**config.mk**
```make
export PLATFORM = sky130hd
export DESIGN_NAME = exception_interrupt_arbiter
export DESIGN_NICKNAME = d
export VERILOG_FILES = /design/src/hdl/exc_arb_pkg.sv /design/src/hdl/exception_interrupt_arbiter.sv
export SDC_FILE = /design/constraint.sdc
export NUM_CORES = 1
export LEC_CHECK = 0
export BUFFER_PORTS_ARGS = -buffer_cell sky130_fd_sc_hd__buf_2
export CAP_MARGIN = 20
export CORE_AREA = 8 8 146 148
export CTS_BUF_LIST = sky130_fd_sc_hd__clkbuf_4
export CTS_CLUSTER_SIZE = 16
export DETAILED_ROUTE_END_ITERATION = 8
export DIE_AREA = 0 0 154 156
export GPL_TIMING_DRIVEN = 0
export PLACE_DENSITY = 0.7
export SLEW_MARGIN = 25
export SYNTH_ARGS = -nofsm -noshare
export SYNTH_HDL_FRONTEND = slang
export SYNTH_SLANG_ARGS = --single-unit
```
**constraint.sdc**
```tcl
create_clock -name mclk -period 2.3 [get_ports mclk]
set_input_delay 0.345 -clock mclk [delete_from_list [all_inputs] [get_ports mclk]]
set_output_delay 0.345 -clock mclk [all_outputs]
set_load 0.01 [all_outputs]
```
**src/hdl/exc_arb_pkg.sv**
```systemverilog
/*
  constants for the exception arbiter: register offsets, vectors,
  priority levels, stack layout. assumes a 16-bit address space.
*/
package exc_arb_pkg;
  localparam int          NUM_LEVELS       = 12;
  localparam int          NUM_HW           = 11;
  localparam logic [15:0] PENDING_LOW_ADDR = 16'hfe04;
  localparam logic [15:0] PENDING_HI_ADDR  = 16'hfe05;
  localparam logic [15:0] PENDING_X_ADDR   = 16'hfe06;
  localparam logic [15:0] CCR_ADDR         = 16'hfe10;
  localparam logic [15:0] ENABLE_LO_ADDR   = 16'hfe11;
  localparam logic [15:0] ENABLE_HI_ADDR   = 16'hfe12;
  localparam logic [7:0]  PENDING_RESET    = 8'h00;
  localparam logic [15:0] RESET_VECTOR     = 16'hfffe;
  localparam logic [15:0] SWI_VECTOR       = 16'hfffc;
  localparam logic [15:0] SP_RESET         = 16'h00ff;
  localparam int          IMASK_BIT        = 3;
  localparam int          PEND_LOW_SHIFT   = 2;
  localparam logic [7:0]  CCR_RESET        = 8'h08;
  localparam logic [2:0]  STK_BYTES        = 3'h5;
  typedef enum logic [1:0] {
    STK_IDLE, STK_ENTRY, STK_RETURN
  } stack_phase_e;
endpackage

```
**src/hdl/exception_interrupt_arbiter.sv**
```systemverilog
/*
  exception control: latches requests, arbitrates by fixed priority,
  sequences stacking, vector fetch and return for the core.
  assumes a core that raises insn_done at each instruction boundary,
  pulses trap_insn / return_insn, and accepts one memory step per cycle.
*/
`timescale 1ns/10ps
`default_nettype none

// Functional notes
// - requests latched every clock; the winner is taken only at an instruction boundary.
// - winner presented as a constant vector select to the core.
// - latched request follows its request line every clock; it is not held until serviced.
// - entry stacks registers, then sets the global mask bit.
// - return instruction unstacks the saved registers to resume.
// - hardware requests never abort an instruction; checked at boundaries.
// - take request only if global mask clear and source enabled.
// - several pending: highest priority served first.
// - request pending at return is taken before the next instruction; here it waits for the next insn_done after the unstack.
// - high index register is never stacked; handler must save it.
// - software trap interrupts regardless of global mask.
// - software trap stacks pc; hardware interrupt stacks pc minus one.
// - levels 0 (trap) to 11 (synth); one vector pair each, descending.
// - global mask gates every source except the software trap and the break request.
// - one flag per maskable level, set while its request is present.
// - low flags register holds levels 6..1 in bits 7..2, read-only.
// - two low bits of the low flags register read zero.
// - resets share top priority above all interrupts, never arbitrated.
// - break request forces the software trap vector.
module exception_interrupt_arbiter
  import exc_arb_pkg::*;
#(
  parameter int LEVELS = NUM_LEVELS
) (
  input  wire logic        mclk,
  input  wire logic        resetn,
  input  wire logic [10:0] irq_req,
  input  wire logic        insn_done,
  input  wire logic        trap_insn,
  input  wire logic        return_insn,
  input  wire logic        break_req,
  input  wire logic [15:0] core_pc,
  input  wire logic [7:0]  core_a,
  input  wire logic [7:0]  core_x,
  input  wire logic [7:0]  core_ccr,
  input  wire logic [7:0]  mem_rdata,
  input  wire logic [15:0] reg_addr,
  input  wire logic [7:0]  reg_wdata,
  input  wire logic        reg_wr,
  input  wire logic        reg_rd,
  output logic [7:0]       reg_rdata,
  output logic             core_hold,
  output logic [3:0]       vector_sel,
  output logic [15:0]      mem_addr,
  output logic [7:0]       mem_wdata,
  output logic             mem_we,
  output logic             mem_re,
  output logic             load_pc,
  output logic [15:0]      new_pc,
  output logic             load_regs,
  output logic [7:0]       new_a,
  output logic [7:0]       new_x,
  output logic [7:0]       ccr_out
);

  if (LEVELS != NUM_LEVELS) begin : g_level_check
    $error("level count must match the vector table");
  end

  // ******************************
  // pending flags and arbitration
  // ******************************
  logic [10:0]  pend_r, pend_nxt;
  logic [10:0]  enable_r, enable_nxt;
  logic [7:0]   ccr_r, ccr_nxt;
  logic [10:0]  eligible;
  logic [3:0]   winner;
  logic         hw_take;

  always_comb begin
    pend_nxt = irq_req;
    eligible = pend_r & enable_r & {11{~ccr_r[IMASK_BIT]}};
    winner   = 4'h0;
    for (int i = NUM_HW - 1; i >= 0; i--) begin
      if (eligible[i]) winner = 4'(i + 1);
    end
    hw_take = |eligible;
  end

  // ******************************
  // stacking sequencer
  // ******************************
  stack_phase_e phase_r, phase_nxt;
  logic [2:0]   step_r, step_nxt;
  logic [15:0]  sp_r, sp_nxt;
  logic [3:0]   vsel_r, vsel_nxt;
  logic [15:0]  ret_pc_r, ret_pc_nxt;
  logic [7:0]   a_r, a_nxt, x_r, x_nxt;
  logic [15:0]  maddr_r, maddr_nxt;
  logic [7:0]   mwd_r, mwd_nxt;
  logic         mwe_r, mwe_nxt, mre_r, mre_nxt;
  logic         ldpc_r, ldpc_nxt, ldr_r, ldr_nxt;
  logic [15:0]  npc_r, npc_nxt;
  logic [15:0]  vaddr;
  logic [7:0]   rdata_r, rdata_nxt;
  logic         hold_r, hold_nxt;

  assign vaddr = RESET_VECTOR - {11'h000, vsel_r, 1'b0} - 16'h0002;

  always_comb begin
    phase_nxt  = phase_r;
    step_nxt   = step_r;
    sp_nxt     = sp_r;
    vsel_nxt   = vsel_r;
    ret_pc_nxt = ret_pc_r;
    a_nxt      = a_r;
    x_nxt      = x_r;
    ccr_nxt    = ccr_r;
    maddr_nxt  = maddr_r;
    mwd_nxt    = 8'h00;
    mwe_nxt    = 1'b0;
    mre_nxt    = 1'b0;
    ldpc_nxt   = 1'b0;
    ldr_nxt    = 1'b0;
    npc_nxt    = npc_r;
    enable_nxt = enable_r;
    unique case (phase_r)
      STK_IDLE: begin
        if (insn_done) begin
          ccr_nxt = core_ccr;
          a_nxt   = core_a;
          x_nxt   = core_x;
          if (trap_insn || break_req) begin
            vsel_nxt   = 4'h0;
            ret_pc_nxt = core_pc;
            phase_nxt  = STK_ENTRY;
            step_nxt   = 3'h0;
          end else if (return_insn) begin
            phase_nxt = STK_RETURN;
            step_nxt  = 3'h0;
          end else if (hw_take) begin
            vsel_nxt   = winner;
            ret_pc_nxt = core_pc - 16'h0001;
            phase_nxt  = STK_ENTRY;
            step_nxt   = 3'h0;
          end
        end
      end
      STK_ENTRY: begin
        step_nxt = step_r + 3'h1;
        if (step_r < STK_BYTES) begin
          mwe_nxt   = 1'b1;
          maddr_nxt = sp_r;
          sp_nxt    = sp_r - 16'h0001;
          unique case (step_r)
            3'h0:    mwd_nxt = ret_pc_r[7:0];
            3'h1:    mwd_nxt = ret_pc_r[15:8];
            3'h2:    mwd_nxt = x_r;
            3'h3:    mwd_nxt = a_r;
            default: mwd_nxt = ccr_r;
          endcase
          if (step_r == STK_BYTES - 3'h1) ccr_nxt[IMASK_BIT] = 1'b1;
        end else if (step_r == 3'h5) begin
          mre_nxt   = 1'b1;
          maddr_nxt = vaddr;
        end else if (step_r == 3'h6) begin
          mre_nxt   = 1'b1;
          maddr_nxt = vaddr + 16'h0001;
          npc_nxt[15:8] = mem_rdata;
        end else begin
          npc_nxt[7:0] = mem_rdata;
          ldpc_nxt     = 1'b1;
          phase_nxt    = STK_IDLE;
        end
      end
      STK_RETURN: begin
        step_nxt = step_r + 3'h1;
        if (step_r < STK_BYTES) begin
          mre_nxt   = 1'b1;
          sp_nxt    = sp_r + 16'h0001;
          maddr_nxt = sp_r + 16'h0001;
        end
        if (step_r >= 3'h1 && step_r <= STK_BYTES) begin
          unique case (step_r)
            3'h1:    ccr_nxt = mem_rdata;
            3'h2:    a_nxt = mem_rdata;
            3'h3:    x_nxt = mem_rdata;
            3'h4:    npc_nxt[15:8] = mem_rdata;
            default: npc_nxt[7:0] = mem_rdata;
          endcase
        end
        if (step_r == STK_BYTES) begin
          ldpc_nxt  = 1'b1;
          ldr_nxt   = 1'b1;
          phase_nxt = STK_IDLE;
        end
      end
      default: phase_nxt = STK_IDLE;
    endcase
    if (reg_wr && reg_addr == ENABLE_LO_ADDR) enable_nxt[7:0] = reg_wdata;
    if (reg_wr && reg_addr == ENABLE_HI_ADDR) enable_nxt[10:8] = reg_wdata[2:0];
    if (reg_wr && reg_addr == CCR_ADDR && phase_r == STK_IDLE) ccr_nxt = reg_wdata;
    hold_nxt = (phase_nxt != STK_IDLE);
  end

  // ******************************
  // register read port
  // ******************************
  always_comb begin
    rdata_nxt = 8'h00;
    unique case (reg_addr)
      PENDING_LOW_ADDR: rdata_nxt = {pend_r[5:0], 2'b00};
      PENDING_HI_ADDR:  rdata_nxt = {3'b000, pend_r[10:6]};
      CCR_ADDR:         rdata_nxt = ccr_r;
      ENABLE_LO_ADDR:   rdata_nxt = enable_r[7:0];
      ENABLE_HI_ADDR:   rdata_nxt = {5'b00000, enable_r[10:8]};
      default:          rdata_nxt = 8'h00;
    endcase
    if (!reg_rd) rdata_nxt = 8'h00;
  end

  always_ff @(posedge mclk or negedge resetn) begin
    if (!resetn) begin
      pend_r    <= '0;
      enable_r  <= '0;
      ccr_r     <= CCR_RESET;
      phase_r   <= STK_IDLE;
      step_r    <= 3'h0;
      sp_r      <= SP_RESET;
      vsel_r    <= 4'h0;
      ret_pc_r  <= 16'h0000;
      a_r       <= 8'h00;
      x_r       <= 8'h00;
      maddr_r   <= 16'h0000;
      mwd_r     <= 8'h00;
      mwe_r     <= 1'b0;
      mre_r     <= 1'b0;
      ldpc_r    <= 1'b0;
      ldr_r     <= 1'b0;
      npc_r     <= 16'h0000;
      rdata_r   <= PENDING_RESET;
      hold_r    <= 1'b0;
    end else begin
      pend_r    <= pend_nxt;
      enable_r  <= enable_nxt;
      ccr_r     <= ccr_nxt;
      phase_r   <= phase_nxt;
      step_r    <= step_nxt;
      sp_r      <= sp_nxt;
      vsel_r    <= vsel_nxt;
      ret_pc_r  <= ret_pc_nxt;
      a_r       <= a_nxt;
      x_r       <= x_nxt;
      maddr_r   <= maddr_nxt;
      mwd_r     <= mwd_nxt;
      mwe_r     <= mwe_nxt;
      mre_r     <= mre_nxt;
      ldpc_r    <= ldpc_nxt;
      ldr_r     <= ldr_nxt;
      npc_r     <= npc_nxt;
      rdata_r   <= rdata_nxt;
      hold_r    <= hold_nxt;
    end
  end

  always_comb begin
    reg_rdata  = rdata_r;
    core_hold  = hold_r;
    vector_sel = vsel_r;
    mem_addr   = maddr_r;
    mem_wdata  = mwd_r;
    mem_we     = mwe_r;
    mem_re     = mre_r;
    load_pc    = ldpc_r;
    new_pc     = npc_r;
    load_regs  = ldr_r;
    new_a      = a_r;
    new_x      = x_r;
    ccr_out    = ccr_r;
  end

  // ******************************
  // checks
  // ******************************
  AST_MASK_SET: assert property (@(posedge mclk) disable iff (!resetn)
    (phase_r == STK_ENTRY && step_r == 3'h4) |=> ccr_r[IMASK_BIT])
    else $error("mask not set after stacking");
  AST_LOW_BITS: assert property (@(posedge mclk) disable iff (!resetn)
    rdata_r[1:0] == 2'b00 || $past(reg_addr) != PENDING_LOW_ADDR)
    else $error("low flag bits nonzero");
  AST_MASKED: assert property (@(posedge mclk) disable iff (!resetn)
    (phase_r == STK_IDLE && insn_done && core_ccr[IMASK_BIT] && ccr_r[IMASK_BIT]
     && !trap_insn && !break_req && !return_insn) |=> phase_r == STK_IDLE)
    else $error("masked request taken");
  AST_SWI_PC: assert property (@(posedge mclk) disable iff (!resetn)
    (phase_r == STK_IDLE && insn_done && trap_insn) |=> ret_pc_r == $past(core_pc))
    else $error("trap stacked wrong pc");
  AST_ENTRY_LEN: assert property (@(posedge mclk) disable iff (!resetn)
    (phase_r == STK_IDLE && phase_nxt == STK_ENTRY) |=> ##1 mwe_r [*5] ##1 mre_r ##1 mre_r)
    else $error("entry sequence wrong");
  AST_TRAP_TAKEN: assert property (@(posedge mclk) disable iff (!resetn)
    (phase_r == STK_IDLE && insn_done && trap_insn) |=> (phase_r == STK_ENTRY && vsel_r == 4'h0))
    else $error("trap not taken");

endmodule
`default_nettype wire

```
==> key figures, run 1 <==
Outcome
  • Status: finished clean

Final layout
  • Share of layout cells above drive strength 1: 30.2%
  • Synth-to-layout area growth: 24.3%
  • Number of nets in the final layout: 1,085
  • Fill cell count: 1,735

Critical path
  • CP Max Fanout: 10
  • Setup crit start kind: register
  • CP arrival: 2.67 ns
  • Crit path max-delay family: compound AO/OA/AOI/OAI gates
  • CP Class: register to register
  • CP required: 2.73 ns
  • Worst setup path startpoint: step_r[0]
  • Worst-path cell chain: inv_1, ha_1, clkbuf_1, o31ai_2, a21oi_1, a311oi_2, a31oi_1
  • CP max-delay cell: dfrtp_2
  • Worst R2R Start: step_r[0]
  • CP max stage delay: 0.47 ns
  • CP Capture Type: register
  • Worst path bufs/invs: 2

Placed design
  • HPWL after DPL: 18.2 mm
  • RePlAce Congestion: 0.897
  • PortBufs: 171
  • Pre-CTS setup slack: -0.513 ns

Detailed routing
  • Vias per inst: 5.62
  • Iteration-0 DRC Markers: 486
  • Wire length per cell: 19.7 um
  • Post-route antenna net violation count: 0
  • Routed WL: 24.3 mm
  • DRC: 0
  • TritonRoute pass-1 iters: 5
  • Via count: 6,926

STA
  • Crit path time final: 2.24 ns
  • Final Setup Violations: 0
  • Final WS setup: 0.0577 ns
  • Final setup TNS: 0 ns
  • Slew margin rel.: 54.1%
  • Final Hold Viols: 0
  • Worst Skew: 0.0203 ns
  • Final Cycle Share: 97.5%
  • RSZ-0062 raised after global routing: true
  • F_max: 0.446 GHz
  • Slew Limit Fails: 0
  • Tightest Pin Transition: 0.686 ns

Die
  • Core area: 0.0191 mm^2
  • Die width: 154 um
  • Ports: 172
  • Initial Utilization: 39.3%
  • Die area: 0.0240 mm^2
  • Die span in y: 156 um
  • FP Rows: 51

CTS
  • CTS tree: yes
  • Clock latency on the worst-skew pair: 0.58 ns
  • Clock Pin Slew Worst Setup and Hold Paths: 0.14 ns
  • Total CTS buffers: 17
  • Clk root buf: clkbuf_4
  • Clock Path Buffers: 2
  • CTS Sinks: 140
  • H-tree lvl count: 4

Yosys
  • Distinct cells, synth: 74
  • Most frequent cell after synthesis: dfrtp_1
  • Syn nets: 881
  • Top cell type's share of synthesized area: 43.7%
  • Synth Flop Type: dfrtp_1
  • Synth Instances: 775
  • Leading cell types by count after synthesis: dfrtp_1, nand2_1, o21ai_0
  • Synth Area per Inst: 9.68 um^2
  • Synth area leaders: dfrtp_1, o21ai_0, nand2_1
  • Synthesis Warnings: 0
  • Sequential fraction of the synthesis area: 46.8%
  • Cell Area, Synth: 0.00750 mm^2
  • Async set or reset register ratio after synthesis: 100%
  • Largest area contributor in the netlist: dfrtp_1
  • Number of synthesized register bits: 140
  • Number of synthesized flops with an enable pin: 0

Worst hold path
  • Worst min path class: primary input to register
  • HP Start: reg_wdata[3]

Power
  • Total Power: 10.8 mW
  • Peak VDD IR: 0.000645 V
  • Pwr dens: 1160 mW/mm^2
  • Static leakage: 4.26 nW

Global route
  • Initial antenna violation count: 2
  • Global route overflow: 0
  • Largest net degree at the start of global routing: 79
  • First-pass GRT wire length: 38.4 mm
  • All-layer global routing usage: 20.2%
  • Vias in the first global route: 7,010

Run
  • Max-cap violation count: 0
-- area by class of cell --
| cell class | instances | area [um^2] | share of cell area [%] |
|---|---|---|---|
| antenna | 3 | 7.51 | 0.0805 |
| buffer | 39 | 210 | 2.25 |
| clock buffer | 17 | 128 | 1.37 |
| clock inverter | 15 | 164 | 1.76 |
| inverter | 24 | 90.1 | 0.966 |
| multi-input combinational | 566 | 3840 | 41.2 |
| sequential | 140 | 3520 | 37.7 |
| tap | 238 | 298 | 3.19 |
| timing repair buffer | 191 | 1070 | 11.5 |
-- per-stage QoR --
| stage | utilization [%] | hold WS [ns] | area (um^2) | cells |
|---|---|---|---|---|
| after CTS | 48.3 | 0.00163 | 9210 | 1230 |
| after floorplan | - | 0.0494 | 7500 | 775 |
| after global routing | 48.9 | 0.00105 | 9330 | 1233 |
| final | 48.9 | 0.0415 | 9330 | 1233 |
| after global placement | 45.4 | 0.453 | 8660 | 1184 |
| after detailed placement | 45.6 | 0.374 | 8700 | 1185 |
-- metal layers --
layer  share of wire, %  global-route usage, %  vias up
met5                  0                      0        -
met3                8.3                   5.79       46
met4                3.0                   8.07        0
li1                   -                      -     3230
met2                 46                   32.0      334
met1                 43                   25.6     3316
-- layout by cell type (no fill, tap or decap), types with 8 or more instances in the layout --
cell type,instances
a21oi_1,34
a222oi_1,8
a22oi_1,22
a2bb2oi_1,8
a31oi_1,8
buf_2,174
clkbuf_1,15
clkbuf_2,11
clkbuf_4,21
dfrtp_1,129
dfstp_2,9
dlygate4sd3_1,15
ha_1,10
inv_1,22
mux2_2,19
mux2_4,8
mux2i_1,33
nand2_1,90
nand3_1,35
nand4_1,11
nor2_1,49
nor3_1,11
o21ai_0,76
xnor2_1,18
xor2_1,15
-- power by group --
group	total, mW	switching, mW	internal, mW	leakage, nW
Sequential	4.20	0.816	3.39	1.74
Clock	1.68	1.02	0.662	0.149
Combinational	4.93	2.97	1.96	2.37
Total	10.8	4.80	6.01	4.26
-- worst paths after layout --
path                            slack (ns)      endpoint  depth (start not counted)
worst max-delay path                  0.06     core_hold                          7
worst min-delay path                  0.04   enable_r[3]                          2
worst max register to register        0.06     core_hold                          7
worst min register to register        0.50  mem_addr[12]                          2
max in group asynchronous             1.22       sp_r[7]                          3
min in group asynchronous             0.31     core_hold                          2
-- sequential cells by signal, summed over array words and instances, names as in the netlist --
name	flops
ccr_out	8
core_hold	1
enable_r	11
load_pc	1
load_regs	1
mem_addr	16
mem_re	1
mem_wdata	8
mem_we	1
new_a	8
new_pc	16
new_x	8
pend_r	11
phase_r	2
reg_rdata	8
ret_pc_r	16
sp_r	16
step_r	3
vector_sel	4
-- kinds of logic after synthesis --
logic type,count (synthesis),share of synthesized area [%]
and+or+nand+nor,255,17.1
adders and majority gates,15,2.50
muxes,60,8.85
DFF,140,46.8
buffers and inverters,69,3.70
AOI/OAI and AO/OA,203,17.2
xor gates and xnor gates,33,3.85
-- repair_timing --
action                                 CTS  global route
resized for setup                       26            35
pin swaps                                1             3
setup buffers                            2             2
hold buffers                            15             0
endpoints found under the hold margin   85             0
setup endpoints to repair               79            95
(Power assumes the default switching activity.)
==> inputs of run 2 (changes only) <==
CORE_AREA = 8 8 139 141   (was 8 8 146 148)
DIE_AREA = 0 0 147 149   (was 0 0 154 156)
PLACE_DENSITY = 0.76   (was 0.7)
==> key figures, run 2 (synthesis results as in run 1) <==
STA
  • Slew Limit Fails: 0 (unchanged)
  • F_max: 0.455 GHz (+2.1%)
  • Slew margin rel.: 53.4% (-0.73 points)
  • Worst Skew: 0.0240 ns (+0.00370 ns)
  • Final WS setup: 0.104 ns (+0.0467 ns)
  • Final Hold Viols: 0 (unchanged)
  • Final Setup Violations: 0 (unchanged)
  • Tightest Pin Transition: 0.697 ns (+0.0110 ns)
  • Crit path time final: 2.20 ns (-0.0467 ns)
  • Final Cycle Share: 95.5% (-2.0 points)

Run
  • Max-cap violation count: 0 (unchanged)

Global route
  • Largest net degree at the start of global routing: 95 (+20%)
  • All-layer global routing usage: 21.5% (+1.3 points)
  • Initial antenna violation count: 1 (-1)
  • Vias in the first global route: 6,997 (-0.19%)
  • First-pass GRT wire length: 37.5 mm (-2.2%)
  • Global route overflow: 0 (unchanged)

Placed design
  • Pre-CTS setup slack: -0.525 ns (-0.0118 ns)
  • RePlAce Congestion: 0.923 (+2.9%)
  • PortBufs: 171 (unchanged)
  • HPWL after DPL: 17.6 mm (-3.2%)

Die
  • Die span in y: 149 um (-4.5%)
  • FP Rows: 48 (-5.9%)
  • Die area: 0.0219 mm^2 (-8.8%)
  • Ports: 172 (unchanged)
  • Die width: 147 um (-4.5%)
  • Initial Utilization: 44.0% (+4.7 points)
  • Core area: 0.0171 mm^2 (-11%)

Critical path
  • CP max-delay cell: dfrtp_2
  • Worst-path cell chain: inv_1, ha_2, clkbuf_2, o31ai_2, a21oi_1, a311oi_1, a31oi_1
  • CP Class: register to register
  • Worst setup path startpoint: step_r[0]
  • Worst reg2reg setup slack: 0.10 ns (+0.05 ns)
  • CP Capture Type: register
  • Termination of the worst setup path: core_hold
  • CP required: 2.70 ns (-0.03 ns)
  • Setup crit start kind: register
  • R2r worst-path depth: 7 (unchanged)
  • CP arrival: 2.60 ns (-0.07 ns)
  • Worst R2R Start: step_r[0]
  • CP max stage delay: 0.47 ns (about the same)
  • RR Endpoint: core_hold
  • CP Max Fanout: 10 (unchanged)

Power
  • Static leakage: 4.26 nW (about the same)
  • Pwr dens: 1150 mW/mm^2 (-0.61%)
  • Clk network pwr share: 14.9% (-0.6 points)
  • Psw: 4.70 mW (-2.1%)
  • Sw Ratio: 43.8% (-0.58 points)
  • Int Power: 6.02 mW (+0.26%)
  • Total Power: 10.7 mW (-0.77%)
  • Comb power frac: 46.1% (+0.5 points)
  • Peak VDD IR: 0.000674 V (+4.4%)
  • Reg power frac: 39.0% (about the same)

CTS
  • CTS tree: yes
  • Clock Pin Slew Worst Setup and Hold Paths: 0.12 ns (-0.02 ns)
  • H-tree lvl count: 4 (unchanged)
  • Total CTS buffers: 17 (unchanged)
  • Clock Path Buffers: 2 (unchanged)
  • CTS Sinks: 140 (unchanged)
  • Clock latency on the worst-skew pair: 0.55 ns (-0.03 ns)
  • Clk root buf: clkbuf_4

Final layout
  • Share of layout cells above drive strength 1: 30.6% (+0.33 points)
  • Most frequent cells in the layout: buf_2, dfrtp_1, nand2_1, o21ai_0, nor2_1
  • Number of nets in the final layout: 1,084 (-0.092%)
  • Commonest non-fill, non-tap cell in the layout: buf_2
  • Fill cell count: 1,552 (-11%)
  • Synth-to-layout area growth: 24.1%

Detailed routing
  • Wire length per cell: 19.5 um (-1.3%)
  • Post-route antenna net violation count: 0 (unchanged)
  • Vias per inst: 5.72 (+1.8%)
  • DRC: 0 (unchanged)
  • TritonRoute pass-1 iters: 6 (+1)
  • Via count: 6,961 (+0.51%)
  • Iteration-0 DRC Markers: 564 (+16%)
  • Routed WL: 23.7 mm (-2.6%)

Worst hold path
  • Worst min path class: primary input to register

Outcome
  • Status: finished clean
run 2: routing by layer:
metal / GRT usage [%] / part of all wire (%) / up-vias
met5: 0 / 0 / -
met4: 7.60 / 2.4 / 0
met3: 6.34 / 8.0 / 39
met2: 34.8 / 47 / 321
met1: 26.8 / 42 / 3370
li1: - / - / 3231
run 2: worst min-delay path by stage:
stage,from,end,slack (ns),depth (start not counted)
after floorplan,resetn,ccr_out[0],0.05,0
after global routing,reg_wdata[1],enable_r[1],0.02,2
after global placement,irq_req[4],pend_r[4],0.45,1
after detailed placement,resetn,core_hold,0.29,1
final,reg_wdata[6],enable_r[6],0.07,2
after CTS,reg_wdata[6],enable_r[6],0.03,2
run 2: area by class of cell:
type	instances	area (um^2)	share of cell area [%]
antenna	1	2.50	0.0269
tap	225	282	3.02
multi-input combinational	566	3850	41.4
buffer	39	209	2.24
sequential	140	3520	37.8
clock inverter	14	145	1.56
timing repair buffer	190	1080	11.6
inverter	24	90.1	0.967
clock buffer	18	135	1.45
run 2: worst max-delay path, delay by kind of cell (launching register included):
family	cells	cell delay, ns
buffers and inverters	2	0.38
AO/OA/AOI/OAI	4	0.96
adder cells (fa/ha/maj)	1	0.25
flip-flops	1	0.47
run 2: stage by stage:
stage | hold WS, ns | instance area (um^2) | util [%] | TNS [ns] | instances
CTS | 0.0279 | 9190 | 53.9 | 0 | 1216
floorplan | 0.0494 | 7500 | - | 0 | 775
global route | 0.0248 | 9310 | 54.6 | -0.186 | 1217
global placement | 0.453 | 8640 | 50.7 | -175.39 | 1171
detailed placement | 0.285 | 8680 | 50.9 | -20.63 | 1172
finish | 0.0735 | 9310 | 54.6 | 0 | 1217
run 2: what timing repair did:
item                                    in CTS  in global routing
endpoints found under the setup margin      75                 95
pin swaps                                    2                  3
setup buffers                                2                  2
resized for setup                           26                 45
endpoints found under the hold margin       59                  0
hold buffers                                14                  0
run 2: power by group through the flow:
stage	combinational (mW)	sequential, mW	clock [mW]
3_3_place_gp	4.56	4.16	0
4_1_cts	4.80	4.14	1.64
3_5_place_dp	4.65	4.17	0
2_1_floorplan	2.74	4.16	0
5_1_grt	5.48	4.27	1.74
6_report	4.95	4.18	1.59
==> inputs of run 3 (changes only) <==
ABC_CLOCK_PERIOD_IN_PS = 2300   (was not set)
BUFFER_PORTS_ARGS = -buffer_cell sky130_fd_sc_hd__buf_4   (was -buffer_cell sky130_fd_sc_hd__buf_2)
==> key figures, run 3 (synthesis results as in run 1) <==
Critical path
  • Worst path bufs/invs: 2 (unchanged)
  • Worst R2R Start: step_r[0]
  • CP max-delay cell: dfrtp_2
  • CP max stage delay: 0.46 ns (about the same)
  • CP Capture Type: register
  • Worst-path cell chain: inv_1, ha_2, clkbuf_1, o31ai_2, a21oi_1, a311oi_1, a31oi_1
  • CP Class: register to register
  • RR Endpoint: core_hold
  • R2r worst-path depth: 7 (unchanged)
  • Setup crit start kind: register
  • CP arrival: 2.71 ns (+0.11 ns)
  • CP required: 2.73 ns (+0.03 ns)
  • Worst reg2reg setup slack: 0.02 ns (-0.08 ns)
  • Crit path max-delay family: compound AO/OA/AOI/OAI gates
  • CP Max Fanout: 10 (unchanged)

Detailed routing
  • Via count: 7,059 (+1.4%)
  • Post-route antenna net violation count: 0 (unchanged)
  • TritonRoute pass-1 iters: 7 (+1)
  • Wire length per cell: 19.8 um (+1.9%)
  • Iteration-0 DRC Markers: 567 (+0.53%)
  • Vias per inst: 5.77 (+0.83%)
  • DRC: 0 (unchanged)
  • Routed WL: 24.3 mm (+2.5%)

Power
  • Pwr dens: 1130 mW/mm^2 (-1.9%)
  • Total Power: 11.0 mW (+2.7%)
  • Peak VDD IR: 0.000760 V (+13%)
  • Static leakage: 4.38 nW (+3.0%)

STA
  • Slew Limit Fails: 0 (unchanged)
  • Final Hold Viols: 0 (unchanged)
  • RSZ-0062 raised after global routing: true
  • Slew margin rel.: 54.1% (+0.72 points)
  • Tightest Pin Transition: 0.686 ns (-0.0108 ns)
  • Final Setup Violations: 0 (unchanged)
  • Final WS setup: 0.0213 ns (-0.0831 ns)
  • Crit path time final: 2.28 ns (+0.0831 ns)
  • Worst Skew: 0.0192 ns (-0.00480 ns)
  • F_max: 0.439 GHz (-3.6%)
  • Final setup TNS: 0 ns (unchanged)
  • Final Cycle Share: 99.1% (+3.6 points)

Worst hold path
  • Hold EP: new_pc[3]
  • HP Start: mem_rdata[3]
  • Worst hold stages: 2 (unchanged)
  • Worst min path class: primary input to register

Final layout
  • Final core utilization: 57.2% (+2.6 points)
  • Share of layout cells above drive strength 1: 30.5% (-0.11 points)
  • Most frequent cells in the layout: buf_4, dfrtp_1, nand2_1, o21ai_0, nor2_1
  • Fill cell count: 1,515 (-2.4%)
  • Synth-to-layout area growth: 30.0%
  • Number of nets in the final layout: 1,092 (+0.74%)
  • Design Area, Final: 0.00975 mm^2 (+4.7%)
  • Commonest non-fill, non-tap cell in the layout: buf_4

Run
  • Max-cap violation count: 0 (unchanged)

CTS
  • Clock Path Buffers: 2 (unchanged)
  • Clock latency on the worst-skew pair: 0.58 ns (+0.03 ns)
  • Total CTS buffers: 17 (unchanged)
  • Clk root buf: clkbuf_4
  • Clock Pin Slew Worst Setup and Hold Paths: 0.13 ns (about the same)
  • CTS Sinks: 140 (unchanged)
  • H-tree lvl count: 4 (unchanged)
  • CTS tree: yes

Placed design
  • DP Area: 0.00910 mm^2 (+4.9%)
  • HPWL after DPL: 17.9 mm (+1.3%)
  • Pre-CTS setup slack: -0.529 ns (-0.00455 ns)
  • RePlAce Congestion: 0.931 (+0.79%)
  • PortBufs: 171 (unchanged)

Die
  • Ports: 172 (unchanged)
  • Initial Utilization: 44.0% (unchanged)
  • Die width: 147 um (unchanged)
  • FP Rows: 48 (unchanged)
  • Die area: 0.0219 mm^2 (unchanged)
  • Core area: 0.0171 mm^2 (unchanged)
  • Die span in y: 149 um (unchanged)

Global route
  • Vias in the first global route: 7,016 (+0.27%)
  • First-pass GRT wire length: 38.2 mm (+1.8%)
  • Largest net degree at the start of global routing: 72 (-24%)
  • Global route overflow: 0 (unchanged)
  • Initial antenna violation count: 1 (unchanged)
  • All-layer global routing usage: 21.9% (+0.39 points)

Outcome
  • Status: finished clean
run 3: cell types whose count changed in the layout (fill, tap and decap cells not counted), sizes merged:
| cell | change |
|---|---|
| buf | +1 |
| bufinv | -1 |
| clkbuf | +4 |
| clkinv | -1 |
| clkinvlp | +1 |
| dlygate4sd3 | +4 |
| inv | -1 |
run 3: worst max-delay path by stage:
stage | startpoint | cells past startpoint | to
6_report | step_r[0] | 7 | core_hold
5_1_grt | step_r[0] | 7 | core_hold
4_1_cts | ccr_out[3] | 5 | step_r[0]
3_5_place_dp | step_r[2] | 11 | new_x[1]
3_3_place_gp | step_r[2] | 11 | new_x[5]
2_1_floorplan | step_r[1] | 9 | new_pc[10]
run 3: cell type report:
| cell class | instances | area, um^2 | area share, % |
|---|---|---|---|
| diodes | 1 | 2.50 | 0.0257 |
| plain buffers | 39 | 205 | 2.10 |
| clock buffers | 19 | 143 | 1.46 |
| clock inverters | 12 | 100 | 1.03 |
| inverters | 24 | 90.1 | 0.924 |
| multi-input cells | 566 | 3860 | 39.5 |
| flip-flops and latches | 140 | 3520 | 36.0 |
| well taps | 225 | 282 | 2.89 |
| repair buffers | 198 | 1560 | 16.0 |
run 3: power breakdown:
part	internal (mW)	switching, mW	total (mW)
Sequential	3.39	0.826	4.21
Combinational	2.32	3.01	5.33
Clock	0.542	0.929	1.47
Total	6.25	4.76	11.0
run 3: worst reg2reg max path: stages (launching register included):
cell and delay, ns:
dfrtp_2 0.46, inv_1 0.12, ha_2 0.24, clkbuf_1 0.25, o31ai_2 0.37, a21oi_1 0.11, a311oi_1 0.38, a31oi_1 0.20
run 3: repair_timing:
item,CTS,global route
buffers inserted,2,6
pin swaps,2,5
hold buffers,16,2
setup endpoints to repair,83,95
gates resized for setup,23,43
cloned,0,0
hold endpoints to repair,79,2
run 3: through the flow:
step	hold slack [ns]	std cells
final	0.0241	1224
after global routing	0.00351	1224
after CTS	0.00210	1217
after detailed placement	0.347	1172
after global placement	0.455	1171
after floorplan	0.0494	775
run 3: routing by layer:
layer	vias up	part of all wire [%]	GRT usage [%]
met2	357	47	34.5
met1	3393	41	27.0
met3	72	9.4	7.52
li1	3237	-	-
met4	0	3.1	8.92
met5	-	0	0
